[src/logic/usrt_defs.svh]
`ifndef USRT_DEFS_SVH
`define USRT_DEFS_SVH

// register offsets on the plain register port
`define OFS_CTRL 4'h0
`define OFS_COND1 4'h1
`define OFS_COND2 4'h2
`define OFS_SAMPLE 4'h3
`define OFS_NEWSMP 4'h4
`define OFS_CLKLINE 4'h5
`define OFS_DATLINE 4'h6
`define OFS_IRQSTAT 4'h7
`define OFS_IRQMASK 4'h8

// control register fields
`define CTRL_ENABLE 0
`define CTRL_STR_ALWAYS 1
`define CTRL_STR_COND 2
`define CTRL_STR_ACTIVE 3

// interrupt status and mask fields
`define COND_ONE_INTERRUPT 0
`define COND_TWO_INTERRUPT 1
`define IRQ_SAMPLE 2

// reset values
`define RST_FLAG 1'b0
`define RST_BYTE 8'h00
`define RST_LINE 1'b1

`endif

[src/logic/usrt_pkg.sv]
package usrt_pkg;

   typedef struct packed {
      logic clk;
      logic dat;
   } line_pair_t;

   typedef struct packed {
      logic str_cond;
      logic str_always;
      logic en;
   } ctrl_t;

   typedef struct packed {
      logic sample;
      logic cond2;
      logic cond1;
   } event_t;

endpackage

[src/logic/line_sync.sv]
`timescale 1ns/100ps
`default_nettype none

`include "usrt_defs.svh"

module line_sync #(
   parameter int W = 2
) (
   input wire logic clk_i,
   input wire logic rst_n_i,
   input wire logic [W-1:0] pin_i,
   output logic [W-1:0] level_o,
   output logic [W-1:0] rise_o,
   output logic [W-1:0] fall_o
);

   logic [W-1:0] meta;
   logic [W-1:0] stable;
   logic [W-1:0] prev;

   // idle lines are pulled up, so reset to one to avoid a false edge
   genvar g;
   for (g = 0; g < W; g++) begin : gen_bit
      always_ff @(posedge clk_i or negedge rst_n_i) begin
         if (!rst_n_i) begin
            meta[g] <= `RST_LINE;
            stable[g] <= `RST_LINE;
            prev[g] <= `RST_LINE;
         end else begin
            meta[g] <= pin_i[g];
            stable[g] <= meta[g];
            prev[g] <= stable[g];
         end
      end
      assign level_o[g] = stable[g];
      assign rise_o[g] = stable[g] & ~prev[g];
      assign fall_o[g] = ~stable[g] & prev[g];
   end

endmodule

`default_nettype wire

[src/logic/usrt_serial_assist.sv]
// Decided for this implementation: the plain strobed port and the register addresses.
`timescale 1ns/100ps
`default_nettype none

`include "usrt_defs.svh"

module usrt_serial_assist (
   input wire logic clk_i,
   input wire logic nrst_i,
   input wire logic [3:0] addr_i,
   input wire logic [7:0] wdata_i,
   input wire logic wr_i,
   input wire logic rd_i,
   output logic [7:0] rdata_o,
   input wire logic serial_clock_line_i,
   output logic serial_clock_line_o,
   output logic serial_clock_line_oe_o,
   input wire logic serial_data_line_i,
   output logic serial_data_line_o,
   output logic serial_data_line_oe_o,
   output logic cond_one_interrupt_o,
   output logic cond_two_interrupt_o,
   output logic irq_o
);

   logic [1:0] rst_pipe;
   logic rst_n;

   usrt_pkg::line_pair_t lvl;
   usrt_pkg::line_pair_t rise;
   usrt_pkg::line_pair_t fall;

   usrt_pkg::ctrl_t ctrl;
   usrt_pkg::ctrl_t next_ctrl;
   logic stretch_active_flag;
   logic next_stretch_active_flag;
   logic cond_one_flag;
   logic next_cond_one_flag;
   logic cond_two_flag;
   logic next_cond_two_flag;
   logic sampled_data;
   logic next_sampled_data;
   logic new_sample_flag;
   logic next_new_sample_flag;
   logic clk_drive;
   logic next_clk_drive;
   logic dat_drive;
   logic next_dat_drive;
   usrt_pkg::event_t irq_stat;
   usrt_pkg::event_t next_irq_stat;
   usrt_pkg::event_t irq_mask;
   usrt_pkg::event_t next_irq_mask;
   logic cond_one_pulse;
   logic next_cond_one_pulse;
   logic cond_two_pulse;
   logic next_cond_two_pulse;
   logic [7:0] next_rdata;

   usrt_pkg::event_t hit;
   logic stretch_hit;
   logic wr_ctrl;
   logic wr_cond1;
   logic wr_cond2;
   logic wr_sample;
   logic rd_sample;
   logic wr_clkline;
   logic wr_datline;
   logic wr_stat;
   logic wr_mask;

   // reset released through two flops so release is clean on clk_i
   always_ff @(posedge clk_i or negedge nrst_i) begin
      if (!nrst_i) begin
         rst_pipe <= 2'b00;
      end else begin
         rst_pipe <= {rst_pipe[0], 1'b1};
      end
   end
   assign rst_n = rst_pipe[1];

   line_sync #(
      .W(2)
   ) u_sync (
      .clk_i(clk_i),
      .rst_n_i(rst_n),
      .pin_i({serial_clock_line_i, serial_data_line_i}),
      .level_o(lvl),
      .rise_o(rise),
      .fall_o(fall)
   );

   // address decode
   assign wr_ctrl = wr_i && (addr_i == `OFS_CTRL);
   assign wr_cond1 = wr_i && (addr_i == `OFS_COND1);
   assign wr_cond2 = wr_i && (addr_i == `OFS_COND2);
   assign wr_sample = wr_i && (addr_i == `OFS_SAMPLE);
   assign rd_sample = rd_i && (addr_i == `OFS_SAMPLE);
   assign wr_clkline = wr_i && (addr_i == `OFS_CLKLINE);
   assign wr_datline = wr_i && (addr_i == `OFS_DATLINE);
   assign wr_stat = wr_i && (addr_i == `OFS_IRQSTAT);
   assign wr_mask = wr_i && (addr_i == `OFS_IRQMASK);

   // line events, all gated by the enable
   assign hit.cond1 = ctrl.en && fall.dat && lvl.clk;
   assign hit.cond2 = ctrl.en && rise.dat && lvl.clk;
   assign hit.sample = ctrl.en && rise.clk;
   // cond1 is the registered flag, so a cond1 in this very cycle waits
   assign stretch_hit = ctrl.en && fall.clk &&
                        (ctrl.str_always || (ctrl.str_cond && cond_one_flag));

   // set wins over clear on every hardware flag
   always_comb begin
      next_ctrl = ctrl;
      next_stretch_active_flag = stretch_active_flag;
      next_cond_one_flag = cond_one_flag;
      next_cond_two_flag = cond_two_flag;
      next_sampled_data = sampled_data;
      next_new_sample_flag = new_sample_flag;
      next_clk_drive = clk_drive;
      next_dat_drive = dat_drive;
      next_irq_mask = irq_mask;
      next_irq_stat = irq_stat;
      next_cond_one_pulse = hit.cond1;
      next_cond_two_pulse = hit.cond2;
      if (wr_ctrl) begin
         next_ctrl.en = wdata_i[`CTRL_ENABLE];
         next_ctrl.str_always = wdata_i[`CTRL_STR_ALWAYS];
         next_ctrl.str_cond = wdata_i[`CTRL_STR_COND];
      end
      if (wr_sample) begin
         next_stretch_active_flag = 1'b0;
      end
      if (stretch_hit) begin
         next_stretch_active_flag = 1'b1;
      end
      if (wr_cond1) begin
         next_cond_one_flag = 1'b0;
      end
      if (hit.cond1) begin
         next_cond_one_flag = 1'b1;
      end
      if (wr_cond2) begin
         next_cond_two_flag = 1'b0;
      end
      if (hit.cond2) begin
         next_cond_two_flag = 1'b1;
      end
      if (rd_sample) begin
         next_new_sample_flag = 1'b0;
      end
      if (hit.sample) begin
         next_sampled_data = lvl.dat;
         next_new_sample_flag = 1'b1;
      end
      if (wr_clkline) begin
         next_clk_drive = wdata_i[0];
      end
      if (wr_datline) begin
         next_dat_drive = wdata_i[0];
      end
      if (wr_mask) begin
         next_irq_mask = wdata_i[2:0];
      end
      if (wr_stat) begin
         next_irq_stat = irq_stat & ~usrt_pkg::event_t'(wdata_i[2:0]);
      end
      next_irq_stat = next_irq_stat | hit;
   end

   always_ff @(posedge clk_i or negedge rst_n) begin
      if (!rst_n) begin
         ctrl <= '0;
         stretch_active_flag <= `RST_FLAG;
         cond_one_flag <= `RST_FLAG;
         cond_two_flag <= `RST_FLAG;
         sampled_data <= `RST_FLAG;
         new_sample_flag <= `RST_FLAG;
         clk_drive <= `RST_LINE;
         dat_drive <= `RST_LINE;
         irq_mask <= '0;
         irq_stat <= '0;
         cond_one_pulse <= `RST_FLAG;
         cond_two_pulse <= `RST_FLAG;
      end else begin
         ctrl <= next_ctrl;
         stretch_active_flag <= next_stretch_active_flag;
         cond_one_flag <= next_cond_one_flag;
         cond_two_flag <= next_cond_two_flag;
         sampled_data <= next_sampled_data;
         new_sample_flag <= next_new_sample_flag;
         clk_drive <= next_clk_drive;
         dat_drive <= next_dat_drive;
         irq_mask <= next_irq_mask;
         irq_stat <= next_irq_stat;
         cond_one_pulse <= next_cond_one_pulse;
         cond_two_pulse <= next_cond_two_pulse;
      end
   end

   // read port, data valid the cycle after the strobe, unmapped reads zero
   always_comb begin
      next_rdata = `RST_BYTE;
      if (rd_i) begin
         case (addr_i)
            `OFS_CTRL: begin
               next_rdata[`CTRL_ENABLE] = ctrl.en;
               next_rdata[`CTRL_STR_ALWAYS] = ctrl.str_always;
               next_rdata[`CTRL_STR_COND] = ctrl.str_cond;
               next_rdata[`CTRL_STR_ACTIVE] = stretch_active_flag;
            end
            `OFS_COND1: next_rdata[0] = cond_one_flag;
            `OFS_COND2: next_rdata[0] = cond_two_flag;
            `OFS_SAMPLE: next_rdata[0] = sampled_data;
            `OFS_NEWSMP: next_rdata[0] = new_sample_flag;
            `OFS_CLKLINE: next_rdata[0] = lvl.clk;
            `OFS_DATLINE: next_rdata[0] = lvl.dat;
            `OFS_IRQSTAT: next_rdata[2:0] = irq_stat;
            `OFS_IRQMASK: next_rdata[2:0] = irq_mask;
            default: next_rdata = `RST_BYTE;
         endcase
      end
   end

   always_ff @(posedge clk_i or negedge rst_n) begin
      if (!rst_n) begin
         rdata_o <= `RST_BYTE;
      end else begin
         rdata_o <= next_rdata;
      end
   end

   // open drain: only ever drive low, and only while enabled
   assign serial_clock_line_o = 1'b0;
   assign serial_data_line_o = 1'b0;
   assign serial_clock_line_oe_o = ctrl.en && (!clk_drive || stretch_active_flag);
   assign serial_data_line_oe_o = ctrl.en && !dat_drive;
   assign cond_one_interrupt_o = cond_one_pulse;
   assign cond_two_interrupt_o = cond_two_pulse;
   assign irq_o = |(irq_stat & irq_mask);
endmodule

`default_nettype wire

[config.mk]
export PLATFORM = sky130hd
export DESIGN_NAME = usrt_serial_assist
export DESIGN_NICKNAME = d
export VERILOG_FILES = /design/src/logic/usrt_pkg.sv /design/src/logic/line_sync.sv /design/src/logic/usrt_serial_assist.sv
export VERILOG_INCLUDE_DIRS = /design/src /design/src/logic
export SDC_FILE = /design/constraint.sdc
export NUM_CORES = 1
export LEC_CHECK = 0
export BUFFER_PORTS_ARGS = -buffer_cell sky130_fd_sc_hd__clkbuf_2
export CAP_MARGIN = 20
export CORE_MARGIN = 5
export CORE_UTILIZATION = 30
export DETAILED_ROUTE_END_ITERATION = 10
export PLACE_DENSITY = 0.59
export SLEW_MARGIN = 20
export SYNTH_ARGS = -nofsm -noshare
export SYNTH_HDL_FRONTEND = slang
export SYNTH_SLANG_ARGS = --single-unit
[constraint.sdc]
create_clock -name clk_i -period 1 [get_ports clk_i]
set_clock_uncertainty 0.05 [all_clocks]
set_input_delay 0.2 -clock clk_i [delete_from_list [all_inputs] [get_ports clk_i]]
set_output_delay 0.2 -clock clk_i [all_outputs]
set_load 0.1 [all_outputs]
==> results of run 1 <==
[metal layers]
metal | part of all wire | track usage | vias to the layer above | wire length, µm
li1 | - | - | 456 | -
met1 | 0.44 | 0.140 | 495 | 1470
met2 | 0.47 | 0.177 | 38 | 1580
met3 | 0.068 | 0.0638 | 13 | 228
met4 | 0.026 | 0.0507 | 0 | 87
met5 | 0 | 0 | - | 0
[final cells by class]
type                    count  share of cell area
flip-flops and latches     30               0.371
clock inverters             3              0.0193
clock buffers               5              0.0332
inverters                   3             0.00543
multi-input cells          65               0.308
well taps                  52              0.0314
repair buffers             48               0.232
[worst max-delay path by stage]
stage	startpoint	end	slack, ns	cells past startpoint
after floorplan	addr_i[3]	ctrl[0]$_DFFE_PN0P_	-0.53	4
final	irq_stat[1]$_DFF_PN0_	irq_o	-0.57	3
after detailed placement	addr_i[3]	ctrl[2]$_DFFE_PN0P_	-0.54	4
after global placement	wr_i	ctrl[2]$_DFFE_PN0P_	-0.52	4
after global routing	irq_stat[1]$_DFF_PN0_	irq_o	-0.64	3
after CTS	irq_mask[1]$_DFFE_PN0P_	irq_o	-0.58	3
[through the flow]
| step | hold slack (ns) | area, µm² | cells | util |
|---|---|---|---|---|
| 2_1_floorplan | -0.146 | 1390 | 108 | - |
| 3_3_place_gp | -0.0639 | 1780 | 192 | 0.411 |
| 3_5_place_dp | -0.0621 | 1780 | 192 | 0.411 |
| 4_1_cts | 0.145 | 2020 | 206 | 0.468 |
| 5_1_grt | 0.150 | 2070 | 206 | 0.480 |
| 6_report | 0.144 | 2070 | 206 | 0.480 |
[Yosys cell counts, types with 2 or more instances]
library cell,instances
nor2_1,2
nand2_1,3
clkbuf_1,2
a21o_1,6
mux2_2,9
nand3_1,6
dfstp_2,8
buf_4,6
a32oi_1,3
or3b_2,2
a21boi_0,2
mux2_4,3
and3_1,2
dfrtp_1,22
conb_1,2
inv_1,3
nand3b_1,2
nor2b_1,2
nor3b_1,2
[power by group through the flow]
stage | clock (µW) | combinational (µW) | sequential, µW
4_1_cts | 1210 | 1600 | 1630
3_5_place_dp | 0 | 1440 | 1640
2_1_floorplan | 0 | 804 | 1680
6_report | 1190 | 1670 | 1630
5_1_grt | 1280 | 1750 | 1660
3_3_place_gp | 0 | 1420 | 1630
[state kept, by name, indices dropped and copies added, names as in the netlist]
name and flops:
clk_drive 1, rdata_o 4, dat_drive 1, ctrl 3, cond_one_interrupt_o 1, irq_mask 3
u_sync.meta 2, cond_two_flag 1, cond_two_interrupt_o 1, irq_stat 3, new_sample_flag 1, rst_pipe 2
sampled_data 1, stretch_active_flag 1, u_sync.level_o 2, u_sync.prev 2, cond_one_flag 1
[worst reg2reg max path: cells and delay by family (launching register included)]
family,cells,cell delay (ns)
AO/OA/AOI/OAI,2,0.26
buffers and inverters,1,0.14
flip-flops,1,0.44
multiplexers,1,0.27
[kinds of logic (layout without fill, tap and decap cells)]
| group | after synthesis | count (layout) |
|---|---|---|
| multiplexers | 13 | 13 |
| buffers and inverters | 13 | 59 |
| other | 2 | 7 |
| AND/OR/NAND/NOR | 29 | 29 |
| flip-flops | 30 | 30 |
| AO/OA/AOI/OAI | 16 | 16 |
[repair_timing]
item / in CTS / in global routing
buffers inserted: 4 / 2
pin swaps: 8 / 9
endpoints found under the hold margin: 4 / 0
hold buffers: 3 / 0
endpoints found under the setup margin: 24 / 30
gates resized for setup: 15 / 12
==> results.json, run 1 <==
{
  "antenna_found_initial": 0,
  "reg2reg_from": "ctrl[0]$_DFFE_PN0P_",
  "clkLatencyLatePin_ns": 0.28,
  "numClockSinks": 30,
  "cp-end-kind": "primary output",
  "drc_errors": 0,
  "yosysTopAreaCell": "dfrtp_1",
  "synthAdderAreaFrac": 0,
  "cts_made_buffers": 5,
  "finalPower_uw": 4480,
  "root_buffer": "clkbuf_8",
  "path_max_fanout": 2,
  "reg2reg_slack_ns": -0.29,
  "slew_viol_final": 0,
  "cts.clk_slew.worst_paths_ns": 0.06,
  "wl_per_cell_um": 16.3,
  "slowest_delay_ns": 0.40,
  "grt_pass1_vias": 1099,
  "period_needed_ns": 1.57,
  "cp_data_required_time_ns": 0.75,
  "setup_slack_ns": -0.572,
  "critical_path_class": "flop to primary output",
  "synth_compound_gate_area_share": 0.0915,
  "dieWidth_um": 76.5,
  "tritoncts": "built",
  "synth_flop_cell": "dfrtp_1",
  "clkPwrFrac": 0.264,
  "tns_ns": -4.79,
  "grt_first_pass_wirelength_um": 5420,
  "std_cell_rows": 24,
  "fmax_mhz": 636,
  "synthCells": 103,
  "drive_gt1_frac": 0.662,
  "vias_per_cell": 4.86,
  "synth.ff_latch_count": 30,
  "core_area_um2": 4320,
  "dr.pass1.iters": 4,
  "grt_max_degree": 18,
  "power_density_nw_per_um2": 2160,
  "cp_cell_sequence": "a222oi_1, inv_2, buf_12",
  "final_antenna_net_count": 0,
  "grt_overflow": 0,
  "period_share": 1.57,
  "sequentialPowerShare": 0.364,
  "netlist.area_leader.share": 0.415,
  "ff2ff_path_depth": 4,
  "drv_cap": 0,
  "ys_warn_count": 0,
  "p_comb_frac": 0.372,
  "ir_worst_vdd_v": 0.00129,
  "sw_frac_of_total": 0.337,
  "violations": "setup timing",
  "holdCritPathClass": "flop to asynchronous set/reset pin",
  "worst-path-buf-inv": 2,
  "synth_xor_area_frac": 0,
  "synth.area.top_cells": "dfrtp_1 42%, dfstp_2 16%, mux2_2 7.6%",
  "synth-simple-area-share": 0.142,
  "multi_input_comb_area_um2": 639,
  "final_common_cell": "buf_4",
  "gp_congestion": 0.908,
  "portBuffers": 21,
  "arrival_ns": 1.32,
  "hold_violations": 0,
  "ctsLongestPathBuffers": 2,
  "finalWirelength_um": 3370,
  "vias": 1002,
  "die_h_um": 76.5,
  "htreeDepth": 2,
  "cp_top_family": "compound AO/OA/AOI/OAI gates",
  "rsz0062_at_grt": "yes",
  "crit_path_start_kind": "flop",
  "die_area_um2": 5850,
  "synth_top_family_by_area": "simple AND/OR/NAND/NOR gates",
  "status": "complete, but fails checks",
  "seq_area_um2": 769,
  "layout_common_cells": "20 x buf_4, 15 x dfrtp_1, 11 x clkbuf_2, 10 x buf_12, 8 x dfstp_2",
  "switching_power_uw": 1510,
  "synth_edf_count": 0,
  "dp_hpwl_um": 2370,
  "synthDistinctLibCells": 35,
  "setup_violations": 24,
  "syn-mean-instance-area_um2": 12.9,
  "fin_nets": 171,
  "syn_area_um2": 1330,
  "start_util": 0.307,
  "intPower_uw": 2980,
  "crit_slowest_cell": "a222oi_1",
  "io_pins": 33,
  "drt_iter0_drc": 49,
  "r2r_end": "rdata_o[0]$_DFF_PN0_",
  "antennaDiodeCount": 0,
  "p_leak_uw": 0.000937,
  "async_flop_share": 1.00,
  "synthMuxAreaShare": 0.127,
  "fillers": 402,
  "yosysSeqAreaShare": 0.574,
  "gr-usage-all-layers": 0.118,
  "area_growth_pct": 56.4,
  "pre_cts_ws_ns": -0.545
}
Power figures use the tool's default switching activity.
==> run 2, diff against run 1 <==
--- a/config.mk
+++ b/config.mk
@@ -11,7 +11,7 @@
 export CORE_MARGIN = 5
 export CORE_UTILIZATION = 30
 export DETAILED_ROUTE_END_ITERATION = 10
-export PLACE_DENSITY = 0.59
+export PLACE_DENSITY = 0.57
 export SLEW_MARGIN = 20
 export SYNTH_ARGS = -nofsm -noshare
 export SYNTH_HDL_FRONTEND = slang
==> constraint.sdc (replaced) <==
create_clock -name clk_i -period 1.5 [get_ports clk_i]
set_clock_uncertainty 0.05 [all_clocks]
set_input_delay 0.3 -clock clk_i [delete_from_list [all_inputs] [get_ports clk_i]]
set_output_delay 0.3 -clock clk_i [all_outputs]
set_load 0.1 [all_outputs]
==> run 2 against run 1 <==
Against the previous run: the flow still finishes with violations (setup timing); non-clock buffer count decreased by 14; global-route usage down 1.8 points; sequential share of layout area grew 7.4 points; total power down 43%; worst hold slack worse by 0.090 ns; clock-buffer cell count rose by 3; combinational power down 50%; cell count down 6.8%; sequential power down 34%; critical endpoint unchanged; largest cell class unchanged.
==> results.json, run 2 (same netlist as run 1, synthesis figures left out) <==
{
  "met3RoutedLength_um": 210,
  "largest_reg_flops": 4,
  "gp_congestion": 0.867,
  "r2r_end": "rdata_o[0]$_DFF_PN0_",
  "holdCritPathClass": "primary input to flop",
  "root_buffer": "clkbuf_8",
  "layout_common_cells": "22 x dfrtp_1, 18 x buf_4, 12 x clkbuf_2, 9 x mux2_2, 8 x dfstp_2",
  "vias": 908,
  "cp-end-kind": "primary output",
  "dr.pass1.iters": 4,
  "ctsLongestPathBuffers": 2,
  "fmax_mhz": 601,
  "cp_data_required_time_ns": 1.15,
  "dp_hpwl_um": 2110,
  "top_layer_used": "met4",
  "pre_cts_ws_ns": -0.157,
  "multi_input_comb_area_um2": 515,
  "seq_area_um2": 761,
  "htreeDepth": 2,
  "vias_per_cell": 4.73,
  "start_util": 0.307,
  "critical_path_class": "flop to primary output",
  "antennaDiodeCount": 0,
  "cts_resized": 0,
  "grt_overflow": 0,
  "path_max_fanout": 2,
  "crit_path_start_kind": "flop",
  "cp_cell_sequence": "a222oi_1, inv_1, buf_12",
  "grt_max_degree": 16,
  "final_common_cell": "dfrtp_1",
  "hold_violations": 0,
  "wl_met1_um": 1210,
  "worstHoldPathCells": 1,
  "clkLatencyLatePin_ns": 0.28,
  "status": "complete, but fails checks",
  "final_antenna_net_count": 0,
  "p_leak_uw": 0.000792,
  "setup_slack_ns": -0.163,
  "gr-usage-all-layers": 0.100,
  "grt_pass1_vias": 992,
  "tritoncts": "built",
  "grt_first_pass_wirelength_um": 4630,
  "wl_met2_um": 1290,
  "reg2reg_from": "irq_stat[0]$_DFF_PN0_",
  "crit_slowest_cell": "dfrtp_1",
  "std_cell_rows": 24,
  "die_area_um2": 5850,
  "hold_start": "serial_data_line_i",
  "setup_violations": 1,
  "portBuffers": 21,
  "cts.clk_slew.worst_paths_ns": 0.06,
  "rsz0062_at_grt": "yes",
  "finalWirelength_um": 2760,
  "arrival_ns": 1.31,
  "numClockSinks": 30,
  "drc_errors": 0,
  "core_area_um2": 4320,
  "drive_gt1_frac": 0.479,
  "area_growth_pct": 28.8,
  "dieWidth_um": 76.5,
  "drt_iter0_drc": 90,
  "fin_util": 0.395,
  "regMostFlops": "rdata_o",
  "ir_worst_vdd_v": 0.000619,
  "reg2reg_slack_ns": 0.18,
  "die_h_um": 76.5,
  "fillers": 430,
  "wl_per_cell_um": 14.4,
  "period_needed_ns": 1.66,
  "drv_cap": 0,
  "cts_made_buffers": 5,
  "min_to": "u_sync.meta[0]$_DFF_PN1_",
  "period_share": 1.11,
  "fin_nets": 157,
  "violations": "setup timing",
  "slowest_delay_ns": 0.38,
  "ff2ff_path_depth": 4,
  "io_pins": 33,
  "power_density_nw_per_um2": 1500,
  "slew_viol_final": 0,
  "antenna_found_initial": 0
}
## run 2: cell count changes in the layout (fill, tap and decap cells not counted), moves of 4 or more
cell / delta
buf_6: -4
mux2_2: +4
buf_12: -7
dfrtp_2: -7
dfrtp_1: +7
mux2_4: -4
## run 2: final cells by class
cell class              count  area share
inverters                   3     0.00659
multi-input cells          65       0.302
repair buffers             34       0.155
clock buffers               8      0.0527
flip-flops and latches     30       0.445
well taps                  52      0.0381
## run 2: worst max-delay path by stage
stage	startpoint	to	depth (start not counted)
after detailed placement	addr_i[3]	ctrl[2]$_DFFE_PN0P_	4
after floorplan	addr_i[3]	ctrl[0]$_DFFE_PN0P_	4
after global routing	irq_stat[1]$_DFF_PN0_	irq_o	3
after global placement	wr_i	ctrl[2]$_DFFE_PN0P_	4
final	irq_stat[1]$_DFF_PN0_	irq_o	3
after CTS	irq_stat[1]$_DFF_PN0_	irq_o	3
## run 2: repair_timing
| action | 4_1_cts | 5_1_grt |
|---|---|---|
| buffers inserted | 3 | 0 |
| hold endpoints to repair | 2 | 0 |
| pin swaps | 1 | 0 |
| hold buffers | 1 | 0 |
| endpoints found under the setup margin | 2 | 1 |
## run 2: through the flow
stage	TNS (ns)	power (µW)	cell area [µm²]	hold WS, ns	std cells
floorplan	-0.623	1650	1360	-0.0456	108
global placement	-0.619	1880	1590	0.0360	180
detailed placement	-0.639	1900	1590	0.0384	180
CTS	-0.210	2610	1710	0.0371	192
global route	-0.259	2700	1710	0.0465	192
finish	-0.163	2570	1710	0.0535	192
## run 2: worst max-delay path: cells and delay by family, from the launching register on
family                 cells  cell delay (ns)
AO/OA/AOI/OAI              1             0.34
buffers and inverters      2             0.30
flip-flops                 1             0.38
## run 2: report_power, final
part           leakage, µW  switching [µW]  internal, µW
Clock            0.0000455             275           373
Sequential        0.000351             104           973
Combinational     0.000395             500           343
## run 2: metal layers
layer / up-vias / GRT usage
met4: 0 / 0.0577
met2: 28 / 0.151
met5: - / 0
met1: 449 / 0.118
met3: 5 / 0.0437
li1: 426 / -
==> run 3, diff against run 2 <==
--- a/config.mk
+++ b/config.mk
@@ -16,3 +16,4 @@
 export SYNTH_ARGS = -nofsm -noshare
 export SYNTH_HDL_FRONTEND = slang
 export SYNTH_SLANG_ARGS = --single-unit
+export TNS_END_PERCENT = 50
==> constraint.sdc (replaced) <==
create_clock -name clk_i -period 1.6 [get_ports clk_i]
set_clock_uncertainty 0.05 [all_clocks]
set_input_delay 0.32 -clock clk_i [delete_from_list [all_inputs] [get_ports clk_i]]
set_output_delay 0.32 -clock clk_i [all_outputs]
set_load 0.1 [all_outputs]
==> run 3 against run 2 <==
Against the previous run: via count decreased by 0.77%; first-iteration DRC count decreased by 10%; the flow still finishes with violations (setup timing); largest cell class unchanged; global-route usage decreased by 0.057 points; clock-buffer cell count decreased by 1; critical path type unchanged.
==> results.json, run 3 (same netlist as run 1, synthesis figures left out) <==
{
  "period_needed_ns": 1.71,
  "p_leak_uw": 0.000775,
  "tritoncts": "built",
  "vias_per_cell": 4.77,
  "path_max_fanout": 2,
  "die_area_um2": 5850,
  "antennaDiodeCount": 0,
  "drc_errors": 0,
  "slew_headroom": 0.639,
  "core_area_um2": 4320,
  "crit_start": "irq_stat[1]$_DFF_PN0_",
  "status": "complete, but fails checks",
  "vias": 901,
  "fmax_mhz": 586,
  "dp_hpwl_um": 2110,
  "htreeDepth": 2,
  "cts_made_buffers": 5,
  "gp_congestion": 0.836,
  "setup_violations": 1,
  "slew_viol_final": 0,
  "pre_cts_ws_ns": -0.0739,
  "wl_per_cell_um": 15.0,
  "worst_pin_slew_ns": 0.543,
  "reg2reg_from": "irq_stat[0]$_DFF_PN0_",
  "antenna_found_initial": 0,
  "cts.clk_slew.worst_paths_ns": 0.06,
  "drv_cap": 0,
  "violations": "setup timing",
  "r2r_end": "rdata_o[0]$_DFF_PN0_",
  "grt_first_pass_wirelength_um": 4690,
  "layout_common_cells": "21 x dfrtp_1, 18 x clkbuf_2, 9 x mux2_2, 8 x dfstp_2, 8 x buf_4",
  "start_util": 0.307,
  "crit_path_start_kind": "flop",
  "finalWirelength_um": 2840,
  "dpl_cell_area_um2": 1560,
  "critical_path_class": "flop to primary output",
  "setup_slack_ns": -0.107,
  "arrival_ns": 1.34,
  "drt_iter0_drc": 81,
  "dieWidth_um": 76.5,
  "io_pins": 33,
  "numClockSinks": 30,
  "root_buffer": "clkbuf_8",
  "holdCritPathClass": "primary input to flop",
  "std_cell_rows": 24,
  "cp-end-kind": "primary output",
  "ctsLongestPathBuffers": 2,
  "grt_max_degree": 20,
  "cp_data_required_time_ns": 1.23,
  "ff2ff_path_depth": 4,
  "design_area_um2": 1680,
  "final_antenna_net_count": 0,
  "regMostFlops": "rdata_o",
  "area_growth_pct": 26.7,
  "clkLatencyLatePin_ns": 0.28,
  "dr.pass1.iters": 4,
  "largest_reg_flops": 4,
  "rsz0062_at_grt": "yes",
  "gr-usage-all-layers": 0.0998,
  "power_density_nw_per_um2": 1430,
  "grt_pass1_vias": 972,
  "final_common_cell": "dfrtp_1",
  "die_h_um": 76.5,
  "portBuffers": 21,
  "grt_overflow": 0,
  "ir_worst_vdd_v": 0.000625,
  "reg2reg_slack_ns": 0.29,
  "fin_nets": 154,
  "hold_violations": 0,
  "drive_gt1_frac": 0.482,
  "crit_end": "irq_o",
  "fillers": 437,
  "period_share": 1.07
}
## run 3: changes by cell type in the layout (fill, tap and decap cells not counted), sizes merged
cell	delta
buf	-9
clkbuf	+5
clkinv	+1
## run 3: worst max-delay path: stages (launching register included)
cell and delay, ns:
dfrtp_1 0.39, a222oi_1 0.36, inv_1 0.13, buf_12 0.18
## run 3: repair_timing
item                                   CTS  global route
gates cloned                             0             0
setup endpoints to repair                1             2
pin swaps                                1             0
hold buffers                             1             0
resized for setup                        0             1
endpoints found under the hold margin    2             0
setup buffers                            2             0
## run 3: layout make-up
| cell class | instances | area [µm²] | area share |
|---|---|---|---|
| Timing Repair Buffer | 31 | 240 | 0.143 |
| Clock buffer | 7 | 86.3 | 0.0514 |
| Multi-Input combinational cell | 65 | 510 | 0.304 |
| Inverter | 3 | 11.3 | 0.00670 |
| Tap cell | 52 | 65.1 | 0.0387 |
| Clock inverter | 1 | 5.00 | 0.00298 |
| Sequential cell | 30 | 762 | 0.453 |
## run 3: worst min path at each step
stage                             start                        to  slack, ns  depth (start not counted)
floorplan                        nrst_i     rst_pipe[0]$_DFF_PN0_      -0.03                          0
global placement                 nrst_i     rst_pipe[0]$_DFF_PN0_       0.06                          1
CTS                  serial_data_line_i  u_sync.meta[0]$_DFF_PN1_       0.06                          1
finish               serial_data_line_i  u_sync.meta[0]$_DFF_PN1_       0.07                          1
global route        serial_clock_line_i  u_sync.meta[1]$_DFF_PN1_       0.06                          1
detailed placement               nrst_i     rst_pipe[1]$_DFF_PN0_       0.06                          1
## run 3: power by group
| group | switching, µW | total, µW | internal [µW] |
|---|---|---|---|
| Combinational | 468 | 773 | 305 |
| Clock | 269 | 615 | 346 |
| Sequential | 105 | 1020 | 913 |
## run 3: per-stage QoR
step | power [µW] | hold WS [ns] | util | instances | setup TNS [ns]
6_report | 2410 | 0.0704 | 0.389 | 189 | -0.107
5_1_grt | 2520 | 0.0612 | 0.389 | 189 | -0.167
4_1_cts | 2430 | 0.0612 | 0.388 | 189 | -0.136
3_5_place_dp | 1770 | 0.0571 | 0.361 | 178 | -0.259
3_3_place_gp | 1750 | 0.0556 | 0.361 | 178 | -0.259
2_1_floorplan | 1530 | -0.0256 | - | 108 | -0.198
## run 3: routing by layer
| metal | GRT usage | wire length [µm] | vias to the layer above |
|---|---|---|---|
| met4 | 0.0297 | 29 | 0 |
| li1 | - | - | 426 |
| met5 | 0 | 0 | - |
| met2 | 0.152 | 1370 | 29 |
| met1 | 0.122 | 1220 | 443 |
| met3 | 0.0532 | 217 | 3 |
